===== config.mk =====
export PLATFORM = sky130hd
export DESIGN_NAME = gain_limiter_brownout_config
export DESIGN_NICKNAME = d
export VERILOG_FILES = /design/src/logic/gain_limiter_brownout_config.v
export VERILOG_INCLUDE_DIRS = /design/src /design/src/include
export SDC_FILE = /design/constraint.sdc
export NUM_CORES = 1
export LEC_CHECK = 0
export ABC_CLOCK_PERIOD_IN_PS = 4500
export BUFFER_PORTS_ARGS = -buffer_cell sky130_fd_sc_hd__buf_2
export CAP_MARGIN = 20
export CORE_MARGIN = 1.5
export CORE_UTILIZATION = 52
export DETAILED_ROUTE_END_ITERATION = 16
export GPL_TIMING_DRIVEN = 0
export HOLD_SLACK_MARGIN = 0.03
export PLACE_DENSITY_LB_ADDON = 0.3
export SYNTH_ARGS = -nofsm -noshare
export SYNTH_HDL_FRONTEND = slang
export SYNTH_SLANG_ARGS = --single-unit

===== constraint.sdc =====
create_clock -name SYS_CLK -period 4.5 [get_ports SYS_CLK]
set_clock_uncertainty 0.15 [all_clocks]
set_input_delay 0.675 -clock SYS_CLK [delete_from_list [all_inputs] [get_ports SYS_CLK]]
set_output_delay 0.675 -clock SYS_CLK [all_outputs]
set_load 0.01 [all_outputs]

===== src/include/gain_limiter_brownout_config_map.vh =====
// Register offsets, reset values, writable masks and field codes of the gain and brownout bank
`ifndef GAIN_LIMITER_BROWNOUT_CONFIG_MAP_VH
`define GAIN_LIMITER_BROWNOUT_CONFIG_MAP_VH
// ---------------------------------------------------------------
// Offsets
// ---------------------------------------------------------------
`define OFS_SHARED_PIN 8'h15
`define OFS_AUDIO_SLOT 8'h16
`define OFS_ALIGN_START 8'h17
`define OFS_ALIGN_GROUP 8'h18
`define OFS_TONE 8'h19
`define OFS_VOLUME 8'h1A
`define OFS_PEAK_ATTACK 8'h1B
`define OFS_PEAK_RELEASE 8'h1C
`define OFS_SAG_MAIN 8'h1D
`define OFS_SAG_HOLD 8'h1E
`define OFS_SAG3_DWELL 8'h1F
`define OFS_SAG3_RATE 8'h20
// ---------------------------------------------------------------
// Reset values
// ---------------------------------------------------------------
`define RST_SHARED_PIN 8'h00
`define RST_AUDIO_SLOT 8'h12
`define RST_ALIGN_START 8'h0C
`define RST_ALIGN_GROUP 8'h00
`define RST_TONE 8'h0D
`define RST_VOLUME 8'h00
`define RST_PEAK_ATTACK 8'h22
`define RST_PEAK_RELEASE 8'h32
`define RST_SAG_MAIN 8'h40
`define RST_SAG_HOLD 8'h32
`define RST_SAG3_DWELL 8'h02
`define RST_SAG3_RATE 8'h06
// ---------------------------------------------------------------
// Writable bit masks (reserved bits read zero)
// ---------------------------------------------------------------
`define MSK_SHARED_PIN 8'h1C
`define MSK_PEAK_ATTACK 8'h3F
`define MSK_SAG_MAIN 8'hFB
`define MSK_SAG_STEP 8'hFE
// ---------------------------------------------------------------
// Field codes and limits
// ---------------------------------------------------------------
`define PIN_ALIGN 3'h0
`define PIN_BUF_OFF 3'h2
`define PIN_GP_IN 3'h3
`define PIN_GP_OUT 3'h4
`define VOL_MAX 8'hC8
`define TONE_MAX 5'h0E
`define ATK_MAX 4'h9
`define ATK_LAST 4'hC
`define RLS_LAST 4'hC
`define HEADROOM_MAX 5'h10
`define ATTEN_MAX 7'h2F
`define SLOT_STRIDE 7'h03
`endif


===== src/logic/gain_limiter_brownout_config.v =====
// Gain, peak limiter and brownout configuration bank with its decoded controls
// Behaviour
// - Shared pin function codes 0,2,3,4 decoded
// - Audio sent in chosen slot, 16/24 bits
// - Sag gain alignment follows its enable bit
// - Peak alignment follows its enable bit
// - Group slot n is start plus 3n
// - Combine by sum or by larger attenuation
// - Tone source select with clock choice
// - Volume 0.5 dB steps, above C8h mutes
// - Limiter gated by enable; headroom tracking bit
// - Attack rate 20 us/dB doubling per code
// - Pause bit stops limiter during brownout
// - Release rate 4 ms/dB doubling per code
// - Hold time table 0 to 1000 ms
// - Headroom -20% to 20% in 2.5% steps
// - Level 0 attenuates or mutes then shuts
// - Brownout acts only while enabled
// - Hold clear write one, self clears
// - Total attenuation capped at device maximum
// - Level 3 dwell time table
// - Level 3 attack step table
// - Level 3 attack interval table
// - Level 3 release step mirrors attack
`timescale 1ns/1ps
`include "gain_limiter_brownout_config_map.vh"
module gain_limiter_brownout_config (
    input wire SYS_CLK,
    input wire RST_N,
    input wire REG_WR,
    input wire REG_RD,
    input wire [7:0] REG_ADDR,
    input wire [7:0] REG_WDATA,
    output reg [7:0] REG_RDATA,
    input wire SHARED_PIN_IN,
    output reg SHARED_PIN_OUT,
    output reg SHARED_PIN_OE,
    input wire GP_OUT_LEVEL,
    output reg GP_IN_LEVEL,
    output reg GAIN_ALIGN_PIN,
    output reg AUDIO_TX_ON,
    output reg [5:0] AUDIO_SLOT,
    output reg [4:0] AUDIO_SLOT_BITS,
    output reg SAG_ALIGN_ON,
    output reg PEAK_ALIGN_ON,
    output reg [63:0] ALIGN_SLOT_MASK,
    output reg [4:0] TONE_SOURCE,
    output reg TONE_EXT_CLOCK,
    output reg [7:0] VOLUME_HALF_DB,
    output reg VOLUME_MUTE,
    input wire [6:0] PEAK_ATTEN_DB,
    input wire [6:0] SAG_ATTEN_DB,
    input wire SAG_ACTIVE,
    input wire SAG_LEVEL0,
    output reg [6:0] TOTAL_ATTEN_DB,
    output reg PEAK_RUN,
    output reg HEADROOM_TRACK,
    output reg [16:0] PEAK_ATTACK_US_PER_DB,
    output reg [13:0] PEAK_RELEASE_MS_PER_DB,
    output reg [9:0] PEAK_HOLD_MS,
    output reg signed [8:0] HEADROOM_PERMILLE,
    output reg SAG_RUN,
    output reg SAG_MUTE_SHUTDOWN,
    output reg SAG_LEVEL0_ATTEN,
    output reg SAG_HOLD_RELEASE,
    output reg [13:0] SAG3_DWELL_US,
    output reg [15:0] SAG3_ATTACK_STEP,
    output reg [12:0] SAG3_ATTACK_TENTH_US,
    output reg [15:0] SAG3_RELEASE_STEP
);
// ---------------------------------------------------------------
// Lookup functions
// ---------------------------------------------------------------
// Step size in units of 0.0001 dB, shared by attack and release
function [15:0] step_size;
    input [3:0] code;
    begin
        case (code)
            4'h0: step_size = 16'h0271;
            4'h1: step_size = 16'h1388;
            4'h2: step_size = 16'h22FE;
            4'h3: step_size = 16'h3274;
            4'h4: step_size = 16'h41EA;
            4'h5: step_size = 16'h5160;
            4'h6: step_size = 16'h60D6;
            4'h7: step_size = 16'h704C;
            4'h8: step_size = 16'h7FC2;
            4'h9: step_size = 16'h8F38;
            4'hA: step_size = 16'h9EAE;
            4'hB: step_size = 16'hAE24;
            4'hC: step_size = 16'hBD9A;
            4'hD: step_size = 16'hCD10;
            4'hE: step_size = 16'hDC86;
            default: step_size = 16'hEA60;
        endcase
    end
endfunction

// Slot of group member n; beyond 63 it falls off the bus
function [6:0] group_slot;
    input [5:0] start;
    input [2:0] n;
    begin
        group_slot = {1'b0, start} + (`SLOT_STRIDE * {4'h0, n});
    end
endfunction

// ---------------------------------------------------------------
// Registers
// ---------------------------------------------------------------
reg [7:0] shared_pin;
reg [7:0] audio_slot;
reg [7:0] align_start;
reg [7:0] align_group;
reg [7:0] tone;
reg [7:0] volume;
reg [7:0] peak_attack;
reg [7:0] peak_release;
reg [7:0] sag_main;
reg [7:0] sag_hold;
reg [7:0] sag3_dwell;
reg [7:0] sag3_rate;
reg [7:0] next_rdata;

always @(posedge SYS_CLK or negedge RST_N) begin
    if (!RST_N) begin
        shared_pin <= `RST_SHARED_PIN;
        audio_slot <= `RST_AUDIO_SLOT;
        align_start <= `RST_ALIGN_START;
        align_group <= `RST_ALIGN_GROUP;
        tone <= `RST_TONE;
        volume <= `RST_VOLUME;
        peak_attack <= `RST_PEAK_ATTACK;
        peak_release <= `RST_PEAK_RELEASE;
        sag_main <= `RST_SAG_MAIN;
        sag_hold <= `RST_SAG_HOLD;
        sag3_dwell <= `RST_SAG3_DWELL;
        sag3_rate <= `RST_SAG3_RATE;
    end else begin
        // Hold clear lives one cycle; a new write of one re-arms it
        sag_hold[7] <= 1'b0;
        if (REG_WR) begin
            case (REG_ADDR)
                `OFS_SHARED_PIN: shared_pin <= REG_WDATA & `MSK_SHARED_PIN;
                `OFS_AUDIO_SLOT: audio_slot <= REG_WDATA;
                `OFS_ALIGN_START: align_start <= REG_WDATA;
                `OFS_ALIGN_GROUP: align_group <= REG_WDATA;
                `OFS_TONE: tone <= REG_WDATA;
                `OFS_VOLUME: volume <= REG_WDATA;
                `OFS_PEAK_ATTACK: peak_attack <= REG_WDATA & `MSK_PEAK_ATTACK;
                `OFS_PEAK_RELEASE: peak_release <= REG_WDATA;
                `OFS_SAG_MAIN: sag_main <= REG_WDATA & `MSK_SAG_MAIN;
                `OFS_SAG_HOLD: begin
                    sag_hold[6:0] <= REG_WDATA[6:0];
                    sag_hold[7] <= REG_WDATA[7];
                end
                `OFS_SAG3_DWELL: sag3_dwell <= REG_WDATA & `MSK_SAG_STEP;
                `OFS_SAG3_RATE: sag3_rate <= REG_WDATA & `MSK_SAG_STEP;
                default: ;
            endcase
        end
    end
end

// ---------------------------------------------------------------
// Read path
// ---------------------------------------------------------------
// Unmapped offsets read zero so software probing never sees stale data
always @* begin
    case (REG_ADDR)
        `OFS_SHARED_PIN: next_rdata = shared_pin;
        `OFS_AUDIO_SLOT: next_rdata = audio_slot;
        `OFS_ALIGN_START: next_rdata = align_start;
        `OFS_ALIGN_GROUP: next_rdata = align_group;
        `OFS_TONE: next_rdata = tone;
        `OFS_VOLUME: next_rdata = volume;
        `OFS_PEAK_ATTACK: next_rdata = peak_attack;
        `OFS_PEAK_RELEASE: next_rdata = peak_release;
        `OFS_SAG_MAIN: next_rdata = sag_main;
        `OFS_SAG_HOLD: next_rdata = sag_hold;
        `OFS_SAG3_DWELL: next_rdata = sag3_dwell;
        `OFS_SAG3_RATE: next_rdata = sag3_rate;
        default: next_rdata = 8'h00;
    endcase
end

always @(posedge SYS_CLK or negedge RST_N) begin
    if (!RST_N) begin
        REG_RDATA <= 8'h00;
    end else if (REG_RD) begin
        REG_RDATA <= next_rdata;
    end
end

// ---------------------------------------------------------------
// Shared pin synchroniser
// ---------------------------------------------------------------
// Third stage lets a change count only once two stages agree
reg [2:0] pin_sync;
always @(posedge SYS_CLK or negedge RST_N) begin
    if (!RST_N) begin
        pin_sync <= 3'b000;
        GP_IN_LEVEL <= 1'b0;
    end else begin
        pin_sync <= {pin_sync[1:0], SHARED_PIN_IN};
        if (pin_sync[1] == pin_sync[2]) begin
            GP_IN_LEVEL <= pin_sync[2];
        end
    end
end

// ---------------------------------------------------------------
// Decoded controls
// ---------------------------------------------------------------
wire [2:0] pin_mode = shared_pin[4:2];
wire [5:0] start_slot = align_start[6:1];
wire [3:0] atk_code = peak_attack[4:1];
wire [3:0] rls_code = peak_release[6:3];
wire [4:0] headroom_code = sag_main[7:3];
wire peak_on = peak_attack[0] && !(peak_release[7] && SAG_ACTIVE);
wire sag_on = sag_main[0];
wire [6:0] peak_part = peak_on ? PEAK_ATTEN_DB : 7'h00;
wire [6:0] sag_part = sag_on ? SAG_ATTEN_DB : 7'h00;
wire [7:0] att_sum = {1'b0, peak_part} + {1'b0, sag_part};
wire [6:0] att_cap = (sag_hold[6:0] > `ATTEN_MAX) ? `ATTEN_MAX : sag_hold[6:0];
reg [7:0] att_pick;
reg [63:0] next_mask;
reg [6:0] slot_n;
integer n;

always @* begin
    // Group membership decoded per enable bit
    next_mask = 64'h0000_0000_0000_0000;
    slot_n = 7'h00;
    for (n = 0; n < 8; n = n + 1) begin
        slot_n = group_slot(start_slot, n[2:0]);
        if (align_group[n] && !slot_n[6]) begin
            next_mask[slot_n[5:0]] = 1'b1;
        end
    end
end

// ---------------------------------------------------------------
// Attenuation combine
// ---------------------------------------------------------------
// Combine mode here; the device ceiling follows in the output stage
always @* begin
    if (tone[5]) begin
        att_pick = (peak_part > sag_part) ? {1'b0, peak_part} : {1'b0, sag_part};
    end else begin
        att_pick = att_sum;
    end
end

// ---------------------------------------------------------------
// Output registers
// ---------------------------------------------------------------
always @(posedge SYS_CLK or negedge RST_N) begin
    if (!RST_N) begin
        SHARED_PIN_OUT <= 1'b0;
        SHARED_PIN_OE <= 1'b0;
        GAIN_ALIGN_PIN <= 1'b0;
        AUDIO_TX_ON <= 1'b0;
        AUDIO_SLOT <= 6'h00;
        AUDIO_SLOT_BITS <= 5'h00;
        SAG_ALIGN_ON <= 1'b0;
        PEAK_ALIGN_ON <= 1'b0;
        ALIGN_SLOT_MASK <= 64'h0000_0000_0000_0000;
        TONE_SOURCE <= 5'h00;
        TONE_EXT_CLOCK <= 1'b0;
        VOLUME_HALF_DB <= 8'h00;
        VOLUME_MUTE <= 1'b0;
        TOTAL_ATTEN_DB <= 7'h00;
        PEAK_RUN <= 1'b0;
        HEADROOM_TRACK <= 1'b0;
        PEAK_ATTACK_US_PER_DB <= 17'h0_0000;
        PEAK_RELEASE_MS_PER_DB <= 14'h0000;
        PEAK_HOLD_MS <= 10'h000;
        HEADROOM_PERMILLE <= 9'h000;
        SAG_RUN <= 1'b0;
        SAG_MUTE_SHUTDOWN <= 1'b0;
        SAG_LEVEL0_ATTEN <= 1'b0;
        SAG_HOLD_RELEASE <= 1'b0;
        SAG3_DWELL_US <= 14'h0000;
        SAG3_ATTACK_STEP <= 16'h0000;
        SAG3_ATTACK_TENTH_US <= 13'h0000;
        SAG3_RELEASE_STEP <= 16'h0000;
    end else begin
        // Reserved pin codes leave the buffers off, the safe state
        GAIN_ALIGN_PIN <= (pin_mode == `PIN_ALIGN);
        SHARED_PIN_OE <= (pin_mode == `PIN_GP_OUT);
        SHARED_PIN_OUT <= (pin_mode == `PIN_GP_OUT) && GP_OUT_LEVEL;

        AUDIO_TX_ON <= audio_slot[6];
        AUDIO_SLOT <= audio_slot[5:0];
        AUDIO_SLOT_BITS <= audio_slot[7] ? 5'h18 : 5'h10;

        SAG_ALIGN_ON <= align_start[7] && (pin_mode == `PIN_ALIGN);
        PEAK_ALIGN_ON <= align_start[0] && (pin_mode == `PIN_ALIGN);
        ALIGN_SLOT_MASK <= align_start[0] ? next_mask : 64'h0000_0000_0000_0000;

        TONE_SOURCE <= (tone[4:0] > `TONE_MAX) ? 5'h00 : tone[4:0];
        TONE_EXT_CLOCK <= tone[6];

        VOLUME_HALF_DB <= (volume > `VOL_MAX) ? `VOL_MAX : volume;
        VOLUME_MUTE <= (volume > `VOL_MAX);

        // Ceiling applied last so neither combine mode can pass it
        TOTAL_ATTEN_DB <= (att_pick > {1'b0, att_cap}) ? att_cap : att_pick[6:0];
        PEAK_RUN <= peak_on;
        HEADROOM_TRACK <= peak_attack[5];

        // Codes past the table report zero, marking them unusable
        if (atk_code <= `ATK_LAST) begin
            PEAK_ATTACK_US_PER_DB <= 17'h0_0014 << atk_code;
        end else begin
            PEAK_ATTACK_US_PER_DB <= 17'h0_0000;
        end
        if (rls_code != 4'h0 && rls_code <= `RLS_LAST) begin
            PEAK_RELEASE_MS_PER_DB <= 14'h0002 << rls_code;
        end else begin
            PEAK_RELEASE_MS_PER_DB <= 14'h0000;
        end
        case (peak_release[2:0])
            3'h0: PEAK_HOLD_MS <= 10'h000;
            3'h1: PEAK_HOLD_MS <= 10'h00A;
            3'h2: PEAK_HOLD_MS <= 10'h019;
            3'h3: PEAK_HOLD_MS <= 10'h032;
            3'h4: PEAK_HOLD_MS <= 10'h064;
            3'h5: PEAK_HOLD_MS <= 10'h0FA;
            3'h6: PEAK_HOLD_MS <= 10'h1F4;
            default: PEAK_HOLD_MS <= 10'h3E8;
        endcase

        if (headroom_code <= `HEADROOM_MAX) begin
            HEADROOM_PERMILLE <= $signed({4'h0, headroom_code}) * 9'sd25 - 9'sd200;
        end else begin
            HEADROOM_PERMILLE <= 9'sd200;
        end

        // A disabled guard never mutes or shuts down, whatever level 0 says
        SAG_RUN <= sag_on;
        SAG_MUTE_SHUTDOWN <= sag_on && SAG_LEVEL0 && sag_main[1];
        SAG_LEVEL0_ATTEN <= sag_on && SAG_LEVEL0 && !sag_main[1];
        SAG_HOLD_RELEASE <= sag_hold[7];

        // Level 3 tables feed the brownout engine, which sits outside
        case (sag3_dwell[7:5])
            3'h0: SAG3_DWELL_US <= 14'h0000;
            3'h1: SAG3_DWELL_US <= 14'h0064;
            3'h2: SAG3_DWELL_US <= 14'h00FA;
            3'h3: SAG3_DWELL_US <= 14'h01F4;
            3'h4: SAG3_DWELL_US <= 14'h03E8;
            3'h5: SAG3_DWELL_US <= 14'h07D0;
            3'h6: SAG3_DWELL_US <= 14'h0FA0;
            default: SAG3_DWELL_US <= 14'h1F40;
        endcase
        SAG3_ATTACK_STEP <= step_size(sag3_dwell[4:1]);
        case (sag3_rate[7:5])
            3'h0: SAG3_ATTACK_TENTH_US <= 13'h0019;
            3'h1: SAG3_ATTACK_TENTH_US <= 13'h0032;
            3'h2: SAG3_ATTACK_TENTH_US <= 13'h0064;
            3'h3: SAG3_ATTACK_TENTH_US <= 13'h00FA;
            3'h4: SAG3_ATTACK_TENTH_US <= 13'h01F4;
            3'h5: SAG3_ATTACK_TENTH_US <= 13'h03E8;
            3'h6: SAG3_ATTACK_TENTH_US <= 13'h09C4;
            default: SAG3_ATTACK_TENTH_US <= 13'h1388;
        endcase
        SAG3_RELEASE_STEP <= step_size(sag3_rate[4:1]);
    end
end

endmodule // gain_limiter_brownout_config


==> metrics.md <==
| Metric | Value |
|---|---|
| Final hold violation count | `0` |
| Most common cell after layout, fill and taps aside | `dfrtp_1` |
| Clock power frac | `41.3%` |
| Die area | `34,300 um^2` |
| DR WL/cell | `29.2 um` |
| First-pass GRT wire length | `109,000 um` |
| ANT nets after route | `0` |
| Placed cell areas | `19,200 um^2` |
| Crit path cell chain | `buf_4 > buf_2 > inv_2 > ha_1 > clkbuf_1 > nor2_1 > nand2_1 > nor2_1 > a222oi_1 > a31oi_1` |
| Initial antenna violation count | `2` |
| Slowest CP cell | `nor2_1` |
| Tcrit/Tclk final | `98.0%` |
| CP dominant cell by count | `nor2_1` |
| Sequential Power Share | `42.0%` |
| Power Density | `350 nW/um^2` |
| Port Buffers | `248` |
| Internal power | `5040 uW` |
| CTS tree | `yes` |
| Synth area leader | `dfrtp_1` |
| Critical path launch point type | `flip-flop` |
| Worst Reg-to-Reg Cells | `10` |
| Cell Area, Synth | `17,300 um^2` |
| Hold crit path type | `primary input to flip-flop` |
| Syn Area/Cell | `9.66 um^2` |
| Tot GR Track Use | `43.2%` |
| FFs w/ async S/R, synth | `100%` |
| Register clock-pin slew on the reported worst setup and hold paths | `0.06 ns` |
| Die W | `185 um` |
| Die height | `185 um` |
| Slew at the pin closest to its max-slew limit | `1.25 ns` |
| Clk_lat worst skew | `0.55 ns` |
| Post-route DRC violation count | `0` |
| Ys flop type | `dfrtp_1` |
| Mapped Cells | `1,789` |
| Max Cap Violations | `0` |
| Overflow after GRT | `0` |
| Min Tclk post-route | `4.41 ns` |
| Post-synth EDFFs | `0` |
| Total number of vias | `17,500` |
| Routability cong. | `1.06` |
| Yosys top cell area share | `41.7%` |
| CTS sink count | `307` |
| WHS Path Cells | `1` |
| Area grow syn2layout | `18.4%` |
| Vias in the first global route | `17,100` |
| Post-synthesis cell type count | `92` |
| Flops & latches, synth | `307` |
| NetSw | `2120 uW` |
| Boundary Pins | `265` |
| Register area share after synthesis | `44.6%` |
| Final design utilization | `62.8%` |
| Design area | `20,500 um^2` |
| Nature of the critical path endpoint | `flip-flop` |
| Critical Path AT | `4.62 ns` |
| Htree depth | `2` |
| Rel. slew slack | `16.5%` |
| Sw Ratio | `29.6%` |
| Crit Path Class | `flip-flop to flip-flop` |
| Post-DP HPWL | `53,700 um` |
| Endpoints failing setup | `0` |
| Largest net degree at the start of global routing | `128` |
| Starting Density | `53.0%` |
| Pins Over Slew Limit | `0` |
| WL final | `74,700 um` |
| ANT cells | `0` |
| CORE AREA | `32,600 um^2` |
| Layout cells sized above 1 | `25.5%` |
| # rows | `66` |
| Via density | `6.85` |
| Crit Path Max Fanout | `10` |
| Num CTS Buffers | `34` |
| Clk Tree Root Cell | `clkbuf_16` |
| Synth Warn # | `0` |
| F_max | `227 MHz` |
| Nets | `2,191` |
| Synth top area cells | `dfrtp_1, mux2_2, ha_1, nand2_1, nor2_1` |
| Logic pwr share | `16.7%` |
| Status | `finished clean` |
| Worst endpoint required time | `4.71 ns` |
| CP max stage delay | `0.63 ns` |
| Drt initial violations | `2,619` |
| Maximum VDD drop | `303 uV` |
| CTS max path bufs | `3` |
| Most frequent cells in the layout | `dfrtp_1, buf_2, nand2_1` |
| Pre-antenna DRT Iters | `7` |
| Lkg Pwr | `0.00934 uW` |
==> through the flow <==
stage,setup TNS [ns],setup WS (ns),std cells,power (uW),hold WS [ns]
6_report,0,0.0893,2560,7160,0.110
5_1_grt,-0.0187,-0.0116,2560,7350,0.106
4_1_cts,0,0.0400,2556,7110,0.0975
3_5_place_dp,-4.78,-0.868,2495,4150,0.189
3_3_place_gp,-734.96,-2.52,2490,4120,0.192
2_1_floorplan,0,0.0290,1800,3670,0.181
==> worst paths after layout <==
| path | endpoint | start | slack, ns |
|---|---|---|---|
| max | ALIGN_SLOT_MASK[24] | align_start[2] | 0.09 |
| min | pin_sync[0] | SHARED_PIN_IN | 0.11 |
| max reg2reg | ALIGN_SLOT_MASK[24] | align_start[2] | 0.09 |
| min reg2reg | pin_sync[1] | pin_sync[0] | 0.21 |
| max in group asynchronous | ALIGN_SLOT_MASK[30] | RST_N | 2.64 |
| min in group asynchronous | PEAK_ATTACK_US_PER_DB[16] | RST_N | 0.53 |
==> cell usage after synthesis, drive strengths merged (4+ instances only) <==
| cell | instances |
|---|---|
| a211oi | 9 |
| a21boi | 7 |
| a21o | 11 |
| a21oi | 76 |
| a221oi | 47 |
| a222oi | 14 |
| a22o | 11 |
| a22oi | 38 |
| a2bb2oi | 6 |
| a31oi | 44 |
| a32oi | 9 |
| and2 | 28 |
| and3 | 14 |
| buf | 50 |
| clkbuf | 66 |
| dfrtp | 288 |
| dfstp | 19 |
| ha | 58 |
| inv | 55 |
| mux2 | 92 |
| mux2i | 21 |
| nand2 | 183 |
| nand2b | 38 |
| nand3 | 33 |
| nand4 | 6 |
| nor2 | 180 |
| nor2b | 21 |
| nor3 | 64 |
| nor4 | 6 |
| o211ai | 9 |
| o21a | 16 |
| o21ai | 76 |
| o221ai | 18 |
| o22a | 17 |
| o22ai | 53 |
| o31a | 16 |
| or2 | 7 |
| or3 | 4 |
| xnor2 | 22 |
| xor2 | 11 |
==> sequential cells by signal, summed over array words and instances (netlist names), 7 cells and up <==
name,flops
sag3_dwell,7
SAG3_RELEASE_STEP,16
volume,8
REG_RDATA,8
SAG3_ATTACK_STEP,16
SAG3_DWELL_US,12
sag3_rate,7
PEAK_HOLD_MS,10
sag_hold,8
audio_slot,8
align_group,8
sag_main,7
align_start,8
TOTAL_ATTEN_DB,7
PEAK_ATTACK_US_PER_DB,15
ALIGN_SLOT_MASK,64
SAG3_ATTACK_TENTH_US,12
HEADROOM_PERMILLE,9
VOLUME_HALF_DB,8
tone,8
PEAK_RELEASE_MS_PER_DB,13
peak_release,8
==> power by group through the flow <==
| stage | clock network (uW) | logic [uW] | registers (uW) |
|---|---|---|---|
| floorplan | 0 | 598 | 3070 |
| global placement | 0 | 1080 | 3040 |
| detailed placement | 0 | 1110 | 3040 |
| CTS | 2980 | 1130 | 3000 |
| global route | 3080 | 1260 | 3010 |
| finish | 2960 | 1190 | 3010 |
==> timing repair <==
item / in CTS / in global routing
endpoints found under the setup margin: 7 / 8
setup buffers: 0 / 4
pin swaps: 0 / 1
endpoints found under the hold margin: 54 / 0
gates resized for setup: 4 / 8
gates cloned: 0 / 0
hold buffers: 1 / 0
==> final cells by class <==
class	count	area, um^2
Clock buffer	45	952
Sequential cell	307	7710
Buffer	115	558
Fill cell	2607	12100
Multi-Input combinational cell	1320	8880
Tap cell	442	553
Inverter	57	214
Clock inverter	16	238
Timing Repair Buffer	258	1370
==> per-layer routing <==
layer,vias to the layer above,track usage [%],part of all wire (%)
li1,7137,-,-
met1,8550,56.8,39
met2,1503,64.6,42
met3,344,14.1,14
met4,2,19.7,5.2
met5,-,0,0.017
==> cell families after synthesis <==
kind of cell	synth area share, %
XOR/XNOR	1.85
flip-flops	44.6
AO/OA/AOI/OAI	20.9
multiplexers	7.21
other	0.0434
AND/OR/NAND/NOR	16.5
adder cells (fa/ha/maj)	4.49
buffers and inverters	4.47
==> critical path, delay by kind of cell (launching register included) <==
kind | cells | cell delay, ns
adder cells (fa/ha/maj) | 1 | 0.28
AND/OR/NAND/NOR | 3 | 1.59
buffers and inverters | 4 | 0.90
flip-flops | 1 | 0.56
AO/OA/AOI/OAI | 2 | 0.74
Power figures use the tool's default switching activity.
